[src/hw/qhb_pkg.sv]
// Shared constants for the quad half-bridge drive controller.
// Assumes a 200 MHz CLOCK; all times are turned into cycle counts here.
package qhb_pkg;

  // ****************************************
  // Clock and timing
  // ****************************************
  localparam int CLK_PS = 5000; // Clock period in ps
  localparam int T_SUPPLY_NS = 2000; // Supplies settle, power-down held low
  localparam int T_SETTLE_NS = 2000; // Internal rails settle, float held low
  localparam int T_RETRY_NS = 4000; // Auto-recovery off time
  localparam int T_QUIET_NS = 100; // Phases idle before logic ref drops
  // Least times round up to whole cycles
  localparam int SUPPLY_CYC = (T_SUPPLY_NS * 1000 + CLK_PS - 1) / CLK_PS;
  localparam int SETTLE_CYC = (T_SETTLE_NS * 1000 + CLK_PS - 1) / CLK_PS;
  localparam int RETRY_CYC = (T_RETRY_NS * 1000 + CLK_PS - 1) / CLK_PS;
  localparam int QUIET_CYC = (T_QUIET_NS * 1000 + CLK_PS - 1) / CLK_PS;
  localparam int TMR_W = 10; // Timer width, holds every count above

  // ****************************************
  // Register map (byte addresses)
  // ****************************************
  localparam int ADDR_W = 8;
  localparam logic [7:0] REG_CTRL = 8'h00;
  localparam logic [7:0] REG_DUTY0 = 8'h04;
  localparam logic [7:0] REG_DUTY1 = 8'h08;
  localparam logic [7:0] REG_STATUS = 8'h0C;
  localparam logic [7:0] REG_IRQ_STAT = 8'h10;
  localparam logic [7:0] REG_IRQ_MASK = 8'h14;
  localparam logic [7:0] REG_CMD = 8'h18;

  // Control fields
  localparam int CTRL_RUN = 0;
  localparam int CTRL_AUTO = 1;
  localparam int CTRL_MODE_LO = 2;
  localparam int CMD_REARM = 0;
  // Duty fields
  localparam int DUTY_W = 8;
  localparam int DUTY_SIGN = 8;
  // Status fields
  localparam int STAT_FAULT = 0;
  localparam int STAT_HOT = 1;
  localparam int STAT_STATE_LO = 2;
  // Interrupt bits
  localparam int IRQ_W = 3;
  localparam int IRQ_FAULT = 0;
  localparam int IRQ_HOT = 1;
  localparam int IRQ_RUN = 2;

  localparam int NCH = 2; // Channels
  localparam logic [1:0] MODE_TERN = 2'h0;
  localparam logic [1:0] MODE_BIN = 2'h1;
  localparam logic [1:0] MODE_PAR = 2'h2;

  // Sequencer states
  typedef enum logic [2:0] {
    S_OFF = 3'h0,
    S_SUPPLY = 3'h1,
    S_WAKE = 3'h2,
    S_RUN = 3'h3,
    S_RETRY = 3'h4,
    S_SHUT = 3'h5,
    S_QUIET = 3'h6
  } qhb_state_t;

endpackage

[src/hw/qhb_ctrl.sv]
// Top of the quad half-bridge drive controller: registers, phase
// generation and the sequencer that walks the stage through power-up.
// Assumes FAULT_N and HOT_ALERT_N are synchronous to CLOCK and pulled up.
//
// Chosen here: strobed register access and the register addresses.
`timescale 1ns/1ps
`default_nettype none
module qhb_ctrl (
  input wire logic CLOCK,
  input wire logic RESETN,
  input wire logic CLK_EN,
  input wire logic [7:0] ADDR,
  input wire logic [31:0] WDATA,
  input wire logic WR,
  input wire logic RD,
  output logic [31:0] RDATA,
  output logic IRQ,
  output logic POWER_DOWN_N,
  output logic OUT_FLOAT_N,
  output logic LOGIC_SUPPLY_EN,
  output logic [1:0] PHASE_A_IN,
  output logic [1:0] PHASE_B_IN,
  input wire logic FAULT_N,
  input wire logic HOT_ALERT_N
);

  // ****************************************
  // Software registers
  // ****************************************
  logic ctrl_run_q; // Request the stage to run
  logic ctrl_auto_q; // Retry on fault by itself
  logic [1:0] ctrl_mode_q; // Ternary, binary or parallel
  logic [qhb_pkg::DUTY_SIGN:0] duty_q [qhb_pkg::NCH]; // Duty and sign
  logic [qhb_pkg::IRQ_W-1:0] irq_stat_q; // Sticky events
  logic [qhb_pkg::IRQ_W-1:0] irq_mask_q; // Enables onto IRQ
  logic [qhb_pkg::IRQ_W-1:0] irq_set; // Events this cycle
  logic rearm_pulse; // One-cycle restart order
  logic [31:0] rdata_q; // Read data, valid the cycle after RD

  logic wr_ctrl;
  logic wr_cmd;
  assign wr_ctrl = WR && (ADDR == qhb_pkg::REG_CTRL);
  assign wr_cmd = WR && (ADDR == qhb_pkg::REG_CMD);
  assign rearm_pulse = wr_cmd && WDATA[qhb_pkg::CMD_REARM];

  // Control register
  always_ff @(posedge CLOCK or negedge RESETN)
  begin
    if (!RESETN)
    begin
      ctrl_run_q <= 1'b0;
      ctrl_auto_q <= 1'b0;
      ctrl_mode_q <= qhb_pkg::MODE_TERN;
    end
    else if (CLK_EN && wr_ctrl)
    begin
      ctrl_run_q <= WDATA[qhb_pkg::CTRL_RUN];
      ctrl_auto_q <= WDATA[qhb_pkg::CTRL_AUTO];
      ctrl_mode_q <= WDATA[qhb_pkg::CTRL_MODE_LO +: 2];
    end
  end

  // Duty registers, one per channel
  genvar gd;
  generate
    for (gd = 0; gd < qhb_pkg::NCH; gd++)
    begin : g_duty
      logic [7:0] duty_addr;
      assign duty_addr = qhb_pkg::REG_DUTY0 + 8'(gd * 4);
      always_ff @(posedge CLOCK or negedge RESETN)
      begin
        if (!RESETN)
          duty_q[gd] <= '0;
        else if (CLK_EN && WR && ADDR == duty_addr)
          duty_q[gd] <= WDATA[qhb_pkg::DUTY_SIGN:0];
      end
    end
  endgenerate

  // ****************************************
  // Sequencer
  // ****************************************
  logic seq_pd_n; // Power-down pin level
  logic seq_float_n; // Float pin level
  logic seq_logic_en; // Logic reference enable
  logic seq_phase_en; // Phases may switch
  qhb_pkg::qhb_state_t seq_state; // For status readback

  qhb_seq u_seq (
    .clk(CLOCK),
    .rst_n(RESETN),
    .ce(CLK_EN),
    .run_req(ctrl_run_q),
    .auto_retry(ctrl_auto_q),
    .rearm(rearm_pulse),
    .fault_n(FAULT_N),
    .power_down_n(seq_pd_n),
    .float_n(seq_float_n),
    .logic_en(seq_logic_en),
    .phase_en(seq_phase_en),
    .state(seq_state)
  );

  assign POWER_DOWN_N = seq_pd_n;
  assign OUT_FLOAT_N = seq_float_n;
  assign LOGIC_SUPPLY_EN = seq_logic_en;

  // ****************************************
  // Phase generation
  // ****************************************
  logic [qhb_pkg::DUTY_W-1:0] pwm_cnt_q; // Shared carrier ramp
  logic [1:0] pha_q; // Registered phase A per channel
  logic [1:0] phb_q; // Registered phase B per channel

  // Free-running ramp; both channels share edges
  always_ff @(posedge CLOCK or negedge RESETN)
  begin
    if (!RESETN)
      pwm_cnt_q <= '0;
    else if (CLK_EN)
      pwm_cnt_q <= pwm_cnt_q + 1'b1;
  end

  genvar gc;
  generate
    for (gc = 0; gc < qhb_pkg::NCH; gc++)
    begin : g_phase
      logic on; // Pulse active for this channel
      logic a_d;
      logic b_d;
      assign on = pwm_cnt_q < duty_q[gc][qhb_pkg::DUTY_W-1:0];
      // Pair code per mode; ternary off time is the damped 00 code
      always_comb
      begin
        a_d = 1'b0;
        b_d = 1'b0;
        if (!seq_phase_en)
        begin
          // Idle pins while floated, stopping or shut down
          a_d = 1'b0;
          b_d = 1'b0;
        end
        else if (ctrl_mode_q == qhb_pkg::MODE_PAR)
        begin
          // Joined outputs need identical phases
          a_d = on;
          b_d = on;
        end
        else if (ctrl_mode_q == qhb_pkg::MODE_BIN)
        begin
          // Complementary pair, never 11
          a_d = on;
          b_d = !on;
        end
        else
        begin
          // Sign picks positive 10 or negative 01
          a_d = on && !duty_q[gc][qhb_pkg::DUTY_SIGN];
          b_d = on && duty_q[gc][qhb_pkg::DUTY_SIGN];
        end
      end
      always_ff @(posedge CLOCK or negedge RESETN)
      begin
        if (!RESETN)
        begin
          pha_q[gc] <= 1'b0;
          phb_q[gc] <= 1'b0;
        end
        else if (CLK_EN)
        begin
          pha_q[gc] <= a_d;
          phb_q[gc] <= b_d;
        end
      end
    end
  endgenerate

  assign PHASE_A_IN = pha_q;
  assign PHASE_B_IN = phb_q;

  // ****************************************
  // Events and interrupt
  // ****************************************
  logic fault_prev_q; // Last fault level, for edge detect
  logic hot_prev_q; // Last warning level
  logic run_prev_q; // Last running level

  always_ff @(posedge CLOCK or negedge RESETN)
  begin
    if (!RESETN)
    begin
      fault_prev_q <= 1'b1;
      hot_prev_q <= 1'b1;
      run_prev_q <= 1'b0;
    end
    else if (CLK_EN)
    begin
      fault_prev_q <= FAULT_N;
      hot_prev_q <= HOT_ALERT_N;
      run_prev_q <= seq_phase_en;
    end
  end

  assign irq_set[qhb_pkg::IRQ_FAULT] = fault_prev_q && !FAULT_N;
  assign irq_set[qhb_pkg::IRQ_HOT] = hot_prev_q && !HOT_ALERT_N;
  assign irq_set[qhb_pkg::IRQ_RUN] = !run_prev_q && seq_phase_en;

  // Sticky status; a new event beats a same-cycle clear
  always_ff @(posedge CLOCK or negedge RESETN)
  begin
    if (!RESETN)
      irq_stat_q <= '0;
    else if (CLK_EN)
    begin
      if (WR && ADDR == qhb_pkg::REG_IRQ_STAT)
        irq_stat_q <= (irq_stat_q & ~WDATA[qhb_pkg::IRQ_W-1:0]) | irq_set;
      else
        irq_stat_q <= irq_stat_q | irq_set;
    end
  end

  // Mask register
  always_ff @(posedge CLOCK or negedge RESETN)
  begin
    if (!RESETN)
      irq_mask_q <= '0;
    else if (CLK_EN && WR && ADDR == qhb_pkg::REG_IRQ_MASK)
      irq_mask_q <= WDATA[qhb_pkg::IRQ_W-1:0];
  end

  assign IRQ = |(irq_stat_q & irq_mask_q);

  // ****************************************
  // Read port
  // ****************************************
  // Data stand one cycle after RD, zero otherwise and when unmapped
  always_ff @(posedge CLOCK or negedge RESETN)
  begin
    if (!RESETN)
      rdata_q <= '0;
    else if (CLK_EN)
    begin
      rdata_q <= '0;
      if (RD)
      begin
        unique case (ADDR)
          qhb_pkg::REG_CTRL:
            rdata_q <= {28'h0000000, ctrl_mode_q, ctrl_auto_q, ctrl_run_q};
          qhb_pkg::REG_DUTY0:
            rdata_q <= {23'h0, duty_q[0]};
          qhb_pkg::REG_DUTY1:
            rdata_q <= {23'h0, duty_q[1]};
          qhb_pkg::REG_STATUS:
            rdata_q <= {27'h0, seq_state, HOT_ALERT_N, FAULT_N};
          qhb_pkg::REG_IRQ_STAT:
            rdata_q <= {29'h0, irq_stat_q};
          qhb_pkg::REG_IRQ_MASK:
            rdata_q <= {29'h0, irq_mask_q};
          default:
            rdata_q <= '0;
        endcase
      end
    end
  end

  assign RDATA = rdata_q;

  // ****************************************
  // Checks
  // ****************************************
  no_both_high_a: assert property (@(posedge CLOCK) disable iff (!RESETN)
    (OUT_FLOAT_N && ctrl_mode_q != qhb_pkg::MODE_PAR && $stable(ctrl_mode_q))
      |-> (PHASE_A_IN & PHASE_B_IN) == 2'h0)
    else $error("disallowed phase code while driving");
  par_equal_a: assert property (@(posedge CLOCK) disable iff (!RESETN)
    (ctrl_mode_q == qhb_pkg::MODE_PAR && $past(ctrl_mode_q) == qhb_pkg::MODE_PAR)
      |-> PHASE_A_IN == PHASE_B_IN)
    else $error("parallel phases differ");
  phase_idle_a: assert property (@(posedge CLOCK) disable iff (!RESETN)
    (CLK_EN && !seq_phase_en) |=> (PHASE_A_IN == 2'h0) && (PHASE_B_IN == 2'h0))
    else $error("phases switch while not running");
  // No register write beside the event, so software cannot mask it away
  irq_level_a: assert property (@(posedge CLOCK) disable iff (!RESETN)
    (CLK_EN && !WR && irq_set[qhb_pkg::IRQ_FAULT] &&
      irq_mask_q[qhb_pkg::IRQ_FAULT]) ##1 !WR |-> IRQ ##1 IRQ)
    else $error("fault event did not raise interrupt");
  run_cov: cover property (@(posedge CLOCK) disable iff (!RESETN)
    $rose(OUT_FLOAT_N) ##[1:300] PHASE_A_IN != 2'h0);
  par_cov: cover property (@(posedge CLOCK) disable iff (!RESETN)
    ctrl_mode_q == qhb_pkg::MODE_PAR && (PHASE_A_IN & PHASE_B_IN) != 2'h0);

endmodule // qhb_ctrl
`default_nettype wire

[src/hw/qhb_seq.sv]
// Power and float sequencer of the half-bridge drive controller.
// Assumes fault_n is synchronous to clk and active low from the stage.
`timescale 1ns/1ps
`default_nettype none
module qhb_seq (
  input wire logic clk,
  input wire logic rst_n,
  input wire logic ce,
  input wire logic run_req,
  input wire logic auto_retry,
  input wire logic rearm,
  input wire logic fault_n,
  output logic power_down_n,
  output logic float_n,
  output logic logic_en,
  output logic phase_en,
  output qhb_pkg::qhb_state_t state
);

  // ****************************************
  // State and timer
  // ****************************************
  qhb_pkg::qhb_state_t state_q; // Current phase of the sequence
  qhb_pkg::qhb_state_t state_d; // Next phase
  logic [qhb_pkg::TMR_W-1:0] tmr_q; // Down-counter for waits
  logic [qhb_pkg::TMR_W-1:0] tmr_d; // Reload value on entry
  logic tmr_done; // Wait elapsed

  assign tmr_done = (tmr_q == '0);
  assign state = state_q;

  // Next state; stopping wins over everything so phases leave first
  always_comb
  begin
    state_d = state_q;
    tmr_d = (tmr_q == '0) ? tmr_q : tmr_q - 1'b1;
    unique case (state_q)
      qhb_pkg::S_OFF:
      begin
        if (run_req)
        begin
          state_d = qhb_pkg::S_SUPPLY;
          tmr_d = qhb_pkg::TMR_W'(qhb_pkg::SUPPLY_CYC - 1);
        end
      end
      qhb_pkg::S_SUPPLY:
      begin
        // Power-down low while supplies rise
        if (!run_req)
          state_d = qhb_pkg::S_OFF;
        else if (tmr_done)
        begin
          state_d = qhb_pkg::S_WAKE;
          tmr_d = qhb_pkg::TMR_W'(qhb_pkg::SETTLE_CYC - 1);
        end
      end
      qhb_pkg::S_WAKE, qhb_pkg::S_RETRY:
      begin
        // Float still low; raised last
        if (!run_req)
        begin
          state_d = qhb_pkg::S_QUIET;
          tmr_d = qhb_pkg::TMR_W'(qhb_pkg::QUIET_CYC - 1);
        end
        else if (tmr_done)
          state_d = qhb_pkg::S_RUN;
      end
      qhb_pkg::S_RUN:
      begin
        if (!run_req)
        begin
          state_d = qhb_pkg::S_QUIET;
          tmr_d = qhb_pkg::TMR_W'(qhb_pkg::QUIET_CYC - 1);
        end
        else if (!fault_n && auto_retry)
        begin
          state_d = qhb_pkg::S_RETRY;
          tmr_d = qhb_pkg::TMR_W'(qhb_pkg::RETRY_CYC - 1);
        end
        else if (!fault_n)
          state_d = qhb_pkg::S_SHUT;
      end
      qhb_pkg::S_SHUT:
      begin
        // Stuck until software asks; then float goes low then high
        if (!run_req)
        begin
          state_d = qhb_pkg::S_QUIET;
          tmr_d = qhb_pkg::TMR_W'(qhb_pkg::QUIET_CYC - 1);
        end
        else if (rearm)
        begin
          state_d = qhb_pkg::S_WAKE;
          tmr_d = qhb_pkg::TMR_W'(qhb_pkg::SETTLE_CYC - 1);
        end
      end
      qhb_pkg::S_QUIET:
      begin
        // Phases already removed; logic reference goes after
        if (tmr_done)
          state_d = qhb_pkg::S_OFF;
      end
      default:
        state_d = qhb_pkg::S_OFF;
    endcase
  end

  // State register, frozen while ce is low
  always_ff @(posedge clk or negedge rst_n)
  begin
    if (!rst_n)
    begin
      state_q <= qhb_pkg::S_OFF;
      tmr_q <= '0;
    end
    else if (ce)
    begin
      state_q <= state_d;
      tmr_q <= tmr_d;
    end
  end

  // ****************************************
  // Pin decode
  // ****************************************
  // Plain decode of one register; one step can change up to three state bits
  assign logic_en = (state_q != qhb_pkg::S_OFF);
  assign power_down_n = (state_q != qhb_pkg::S_OFF) &&
    (state_q != qhb_pkg::S_SUPPLY) && (state_q != qhb_pkg::S_QUIET);
  assign float_n = (state_q == qhb_pkg::S_RUN) ||
    (state_q == qhb_pkg::S_SHUT);
  assign phase_en = (state_q == qhb_pkg::S_RUN);

  // ****************************************
  // Checks
  // ****************************************
  float_last_a: assert property (@(posedge clk) disable iff (!rst_n)
    $rose(float_n) |-> power_down_n && $past(power_down_n))
    else $error("float raised before power-down released");
  pd_order_a: assert property (@(posedge clk) disable iff (!rst_n)
    $rose(power_down_n) |-> !float_n && logic_en)
    else $error("power-down released with float high");
  phase_before_ref_a: assert property (@(posedge clk) disable iff (!rst_n)
    $fell(logic_en) |-> !phase_en && !$past(phase_en, 2))
    else $error("logic reference dropped with phases live");
  rearm_toggle_a: assert property (@(posedge clk) disable iff (!rst_n)
    (state_q == qhb_pkg::S_SHUT && rearm && run_req && ce) |=> !float_n)
    else $error("rearm did not pull float low");
  shut_hold_a: assert property (@(posedge clk) disable iff (!rst_n)
    (state_q == qhb_pkg::S_SHUT) |-> !phase_en ##0 float_n)
    else $error("shutdown state drives phases");
  retry_cov: cover property (@(posedge clk) disable iff (!rst_n)
    state_q == qhb_pkg::S_RETRY ##1 state_q == qhb_pkg::S_RUN);
  shut_cov: cover property (@(posedge clk) disable iff (!rst_n)
    state_q == qhb_pkg::S_SHUT ##1 state_q == qhb_pkg::S_WAKE);

endmodule // qhb_seq
`default_nettype wire

[config.mk]
export PLATFORM = sky130hd
export DESIGN_NAME = qhb_ctrl
export DESIGN_NICKNAME = d
export VERILOG_FILES = /design/src/hw/qhb_pkg.sv /design/src/hw/qhb_ctrl.sv /design/src/hw/qhb_seq.sv
export SDC_FILE = /design/constraint.sdc
export NUM_CORES = 1
export LEC_CHECK = 0
export ABC_AREA = 1
export BUFFER_PORTS_ARGS = -buffer_cell sky130_fd_sc_hd__buf_2
export CAP_MARGIN = 20
export CELL_PAD_IN_SITES_DETAIL_PLACEMENT = 0
export CELL_PAD_IN_SITES_GLOBAL_PLACEMENT = 1
export CORE_UTILIZATION = 43
export CTS_CLUSTER_DIAMETER = 50
export DETAILED_ROUTE_END_ITERATION = 10
export GPL_TIMING_DRIVEN = 0
export PLACE_DENSITY = 0.83
export SYNTH_ARGS = -nofsm -noshare
export SYNTH_HDL_FRONTEND = slang
export SYNTH_HIERARCHICAL = 1
export SYNTH_SLANG_ARGS = --single-unit
export TNS_END_PERCENT = 5
[constraint.sdc]
create_clock -name CLOCK -period 3.2 [get_ports CLOCK]
set_input_delay 0.64 -clock CLOCK [delete_from_list [all_inputs] [get_ports CLOCK]]
set_output_delay 0.64 -clock CLOCK [all_outputs]
set_load 0.05 [all_outputs]
# After elaboration in Yosys (flattened, before gate mapping)
# Cells that the tools add are included.
[totals] register_bits=88 in_bits=47 output_inout_bits=40 word_cells=120
[classes] addsub=2 order_cmp=2 eq_ne=22 n_mux=37 bitwise_logic=5 reduce_logical=34
[op_table] cell="10-bit two-way mux" count=9
[op_table] cell="9-bit one-hot mux with 6 select lines" count=1
[op_table] cell="10-bit one-hot mux with 5 select lines" count=1
[op_table] cell="3-bit two-way mux" count=12
[op_table] cell="8-bit by 5-bit == test with 1-bit output, second input constant" count=3
[op_table] cell="1-bit logical AND" count=19
[op_table] cell="3-bit one-hot mux with 6 select lines" count=1
[op_table] cell="8-bit by 4-bit == test with 1-bit output, second input constant" count=2
[op_table] cell="8-bit < comparator" count=2
[op_table] cell="1-bit two-way mux" count=12
[op_table] cell="10-bit zero test" count=1
[op_table] cell="10-bit by 1-bit subtractor with 10-bit output, second input constant" count=1
[op_table] cell="3-bit == test, second input constant" count=3
[op_table] cell="9-bit two-way mux" count=1
[op_table] cell="8-bit by 1-bit adder with 8-bit output, second input constant" count=1
[op_table] cell="8-bit by 3-bit == test with 1-bit output, second input constant" count=1
[op_table] cell="8-bit zero test" count=1
[op_table] cell="1-bit zero test" count=7
[op_table] cell="7-bit AND reduction" count=1
[op_table] cell="3-bit bitwise AND" count=2
[op_table] cell="3-bit by 2-bit == test with 1-bit output, second input constant" count=2
[op_table] cell="3-bit by 2-bit inequality test with 1-bit output, second input constant" count=2
[op_table] cell="3-bit inequality test, second input constant" count=2
[op_table] cell="3-bit OR" count=2
[op_table] cell="other kinds (13)" count=13

# Logic depth before layout (Yosys ltp)
[depth] word_depth=6 depth_mapped=12

# Hierarchy
# Netlist, hierarchy kept.
[modules_own_cells] module="qhb_ctrl" n_inst=1 cells_per_inst=384 area_each_um2=3074.2 seq_area_each_um2=1303.8
[modules_own_cells] module="qhb_seq" n_inst=1 cells_per_inst=204 area_each_um2=1191.1 seq_area_each_um2=325.3

# Worst setup path before layout
# OpenSTA, ideal clock, no wires.
[synth_path] kind="register to output" start="reg u_seq.state_q[2] (netlist: u_seq/state[2])" end="out POWER_DOWN_N" arrival_ns=1.436 required_ns=2.560 slack_ns=1.124 stages_incl_launch_ff=4 cell_sequence="dfrtp_1 -> nand2_1 -> inv_1 -> a21oi_1"
[synth_between] elab_chain_len=3 elab_cells_between_ends=5 cone_classes="2 x eq/ne; 3 x reduce/logical"
[synth_rtl] element="start, declared" line="qhb_seq.sv:23" source="qhb_pkg::qhb_state_t state_q;"
[synth_rtl] element="start signal, assigned" line="qhb_seq.sv:113" source="state_q <= qhb_pkg::S_OFF;"
[synth_rtl] element="start signal, assigned" line="qhb_seq.sv:118" source="state_q <= state_d;"
[synth_rtl] element="3-bit by 1-bit inequality test with 1-bit output / 3-bit nonzero test (equally long branches)" line="qhb_seq.sv:129, qhb_seq.sv:128"
[synth_rtl] element="1-bit logical AND" line="qhb_seq.sv:128" source="assign power_down_n = (state_q != qhb_pkg::S_OFF) &&"
[synth_rtl] element="1-bit logical AND *" line="qhb_seq.sv:129" source="(state_q != qhb_pkg::S_SUPPLY) && (state_q != qhb_pkg::S_QUIET);"
[synth_rtl] element="end, declared" line="qhb_ctrl.sv:18" source="output logic POWER_DOWN_N,"
# Mark *: on every way between the ends. The rest lies on a longest branch, timed or not.

# Worst setup path after layout
[layout_path] start="reg u_seq.state_q[1] (netlist: u_seq/state[1])" end="out POWER_DOWN_N"
# The elaborated chain is that of the path after synthesis.

==> impl_metrics.tcl <==
set metrics [dict create \
    syn_inst 588 \
    final_layout_size_suffix_gt1_share_pct 18.62 \
    max_stage_delay_ns 0.45 \
    grt_pass1_vias 3643 \
    cts_setup_buffers 0 \
    syn_area_um2 4265 \
    critPathArrivalTime_ns 1.56 \
    crit_path_start_kind "flop" \
    crit_chain "nand2_1 > inv_1 > a21oi_1 > buf_2" \
    final_antenna_net_count 0 \
    cts.sinks 65 \
    max_freq_mhz 453.5 \
    first_pass_iters 4 \
    worstPathMaxFanout 7 \
    finalMaxSlewViolations 0 \
    cp_num_buf_inv 2 \
    hold_path_class "input pin to async pin" \
    pre_cts_slack_ns 1.001 \
    max_cap_viol_count 0 \
    setup_ws_ns 0.9951 \
    yosys_warnings 6 \
    power.leakage_nw 2.754 \
    path_depth 4 \
    gp_congestion 0.8662 \
    rsz0062_at_grt "false" \
    status "finished, final reports clean" \
    power_density_nw_per_um2 645.2 \
    portBuffers 40 \
    layout_commonest_cell "nand2_1" \
    max-clock-path-buffers 2 \
    area_growth_pct 16.16 \
    setup_viol 0 \
    setup_total_negative_slack_ns 0 \
    num_rows 35 \
    vdd_drop_max_uv 290.5 \
    syn_avg_cell_area_um2 7.254 \
    insertion_delay_ns 0.35 \
    fill_cells 958 \
    clk_pin_slew_ns 0.08 \
    ys_seq_area_share_pct 38.19 \
    worst_pin_slew_ns 0.8543 \
    multiInputGateArea_um2 2223 \
    grt_max_degree 66 \
    synth_flop_cell "dfrtp_1" \
    cts-resized-gates 0 \
    drc 0 \
    die_h_um 101.6 \
    final_cell_mix "nand2_1, inv_1, dfrtp_1" \
    drt_iter0_drc 160 \
    vias 3812 \
    postCtsHoldBufs 0 \
    post_drt_wl_per_cell_um 13.25 \
    reg2regPathDepth 10 \
    synth_edf_count 0 \
    cp_slowest_cell "dfrtp_1" \
    nNetsFinal 726 \
    cp_top_family "flip-flops" \
    numCtsBuffers 9 \
    worstSetupPathType "flop to output port" \
    ys_ff_latch 65 \
    die_width_um 101.6 \
    seqCellArea_um2 1629 \
    grt_usage_pct 22.49 \
    antenna_found_initial 0 \
    boundaryPins 87 \
    yosys-top-cells-area "dfrtp_1, nand2_1, inv_1" \
    grt_overflow 0 \
    avgViaCountPerCell 4.795 \
    async_flop_share_pct 100.0 \
    relSlewSlack_pct 43.04 \
    root_buffer "clkbuf_8" \
    diodes 0 \
    start_util_pct 45.30 \
    cts_tree "yes" \
    skew_ns 0.01468 \
    hpwlAfterDp_um 8182 \
    synth_top_cell_by_area "dfrtp_1" \
    timing.final.crit_period_ns 2.205 \
    die_area_um2 10320 \
    synth.top_cell.area_share_pct 36.96 \
    placeableCoreArea_um2 9415 \
    cts_max_level 3 \
    worstPathRequired_ns 2.56 \
    post-route-period-util_pct 68.90 \
    report.final.hold_viol_count 0 \
    cp-end-kind "output port" \
    wl_um 10530 \
    ys_types 36 \
    grt_pass1_wl_um 17750 \
]
## layout make-up
class	instances	area share [%]
multi-input combinational	442	44.87
sequential	65	32.88
timing repair buffer	40	4.091
clock inverter	7	2.399
clock buffer	9	2.500
buffer	29	4.343
tap	129	3.258
inverter	74	5.657
## per-stage QoR
stage	util, %	cell area, um^2	power (mW)	instances	hold slack, ns
finish	52.62	4955	3.197	795	0.3735
detailed placement	50.05	4712	2.343	779	0.4630
global route	52.62	4955	3.463	795	0.4522
CTS	52.62	4955	3.215	795	0.4216
floorplan	-	4348	2.058	610	0.3444
global placement	50.02	4710	2.310	779	0.4478
## logic make-up (layout without fill, tap and decap cells)
| logic type | count (synthesis) | in the layout | share of synthesized area (%) |
|---|---|---|---|
| simple gates | 329 | 329 | 34.38 |
| compound gates | 64 | 64 | 8.800 |
| buf+inv | 103 | 159 | 11.62 |
| fa+ha+maj | 18 | 18 | 5.280 |
| flops | 65 | 65 | 38.19 |
| other cells | 1 | 23 | 0.08792 |
| xor+xnor | 8 | 8 | 1.643 |
## report_power, final
group,internal [mW],total [mW],switching [mW]
combinational,0.420,1.23,0.809
clock,0.517,0.863,0.346
sequential,0.951,1.10,0.154
total,1.89,3.20,1.31
## cell usage after synthesis (all sizes together), types with 3 or more instances
library cell,number
buf,27
xor2,5
o22ai,3
a21oi,12
inv,74
ha,18
nand3,46
nand2,202
xnor2,3
o21ai,44
nand4,5
dfrtp,63
nor2,71
## flip-flops by register name, indices dropped and copies added, names as in the netlist, 3 cells and up
signal,count
duty_q,18
u_seq/tmr_q,10
RDATA,9
pwm_cnt_q,8
irq_mask_q,3
irq_stat_q,3
u_seq/state,3
## worst paths after layout
path	from	to	slack, ns
worst max-delay path	u_seq/state[1]	POWER_DOWN_N	1.0
worst max register to register	u_seq/tmr_q[0]	u_seq/tmr_q[0]	1.19
max in group asynchronous	RESETN	duty_q[6]	2.24
worst min-delay path	RESETN	irq_mask_q[0]	0.37
worst min register to register	run_prev_q	irq_stat_q[2]	0.47
min in group CLOCK	run_prev_q	irq_stat_q[2]	0.47
## per-layer routing
layer	up-vias	GRT usage [%]	part of all wire, %
li1	1949	-	-
met4	0	6.912	2.1
met3	14	4.348	4.8
met1	1758	30.54	48
met2	91	36.23	45
met5	-	0	0
No activity file was read; power rests on OpenSTA's default activity.
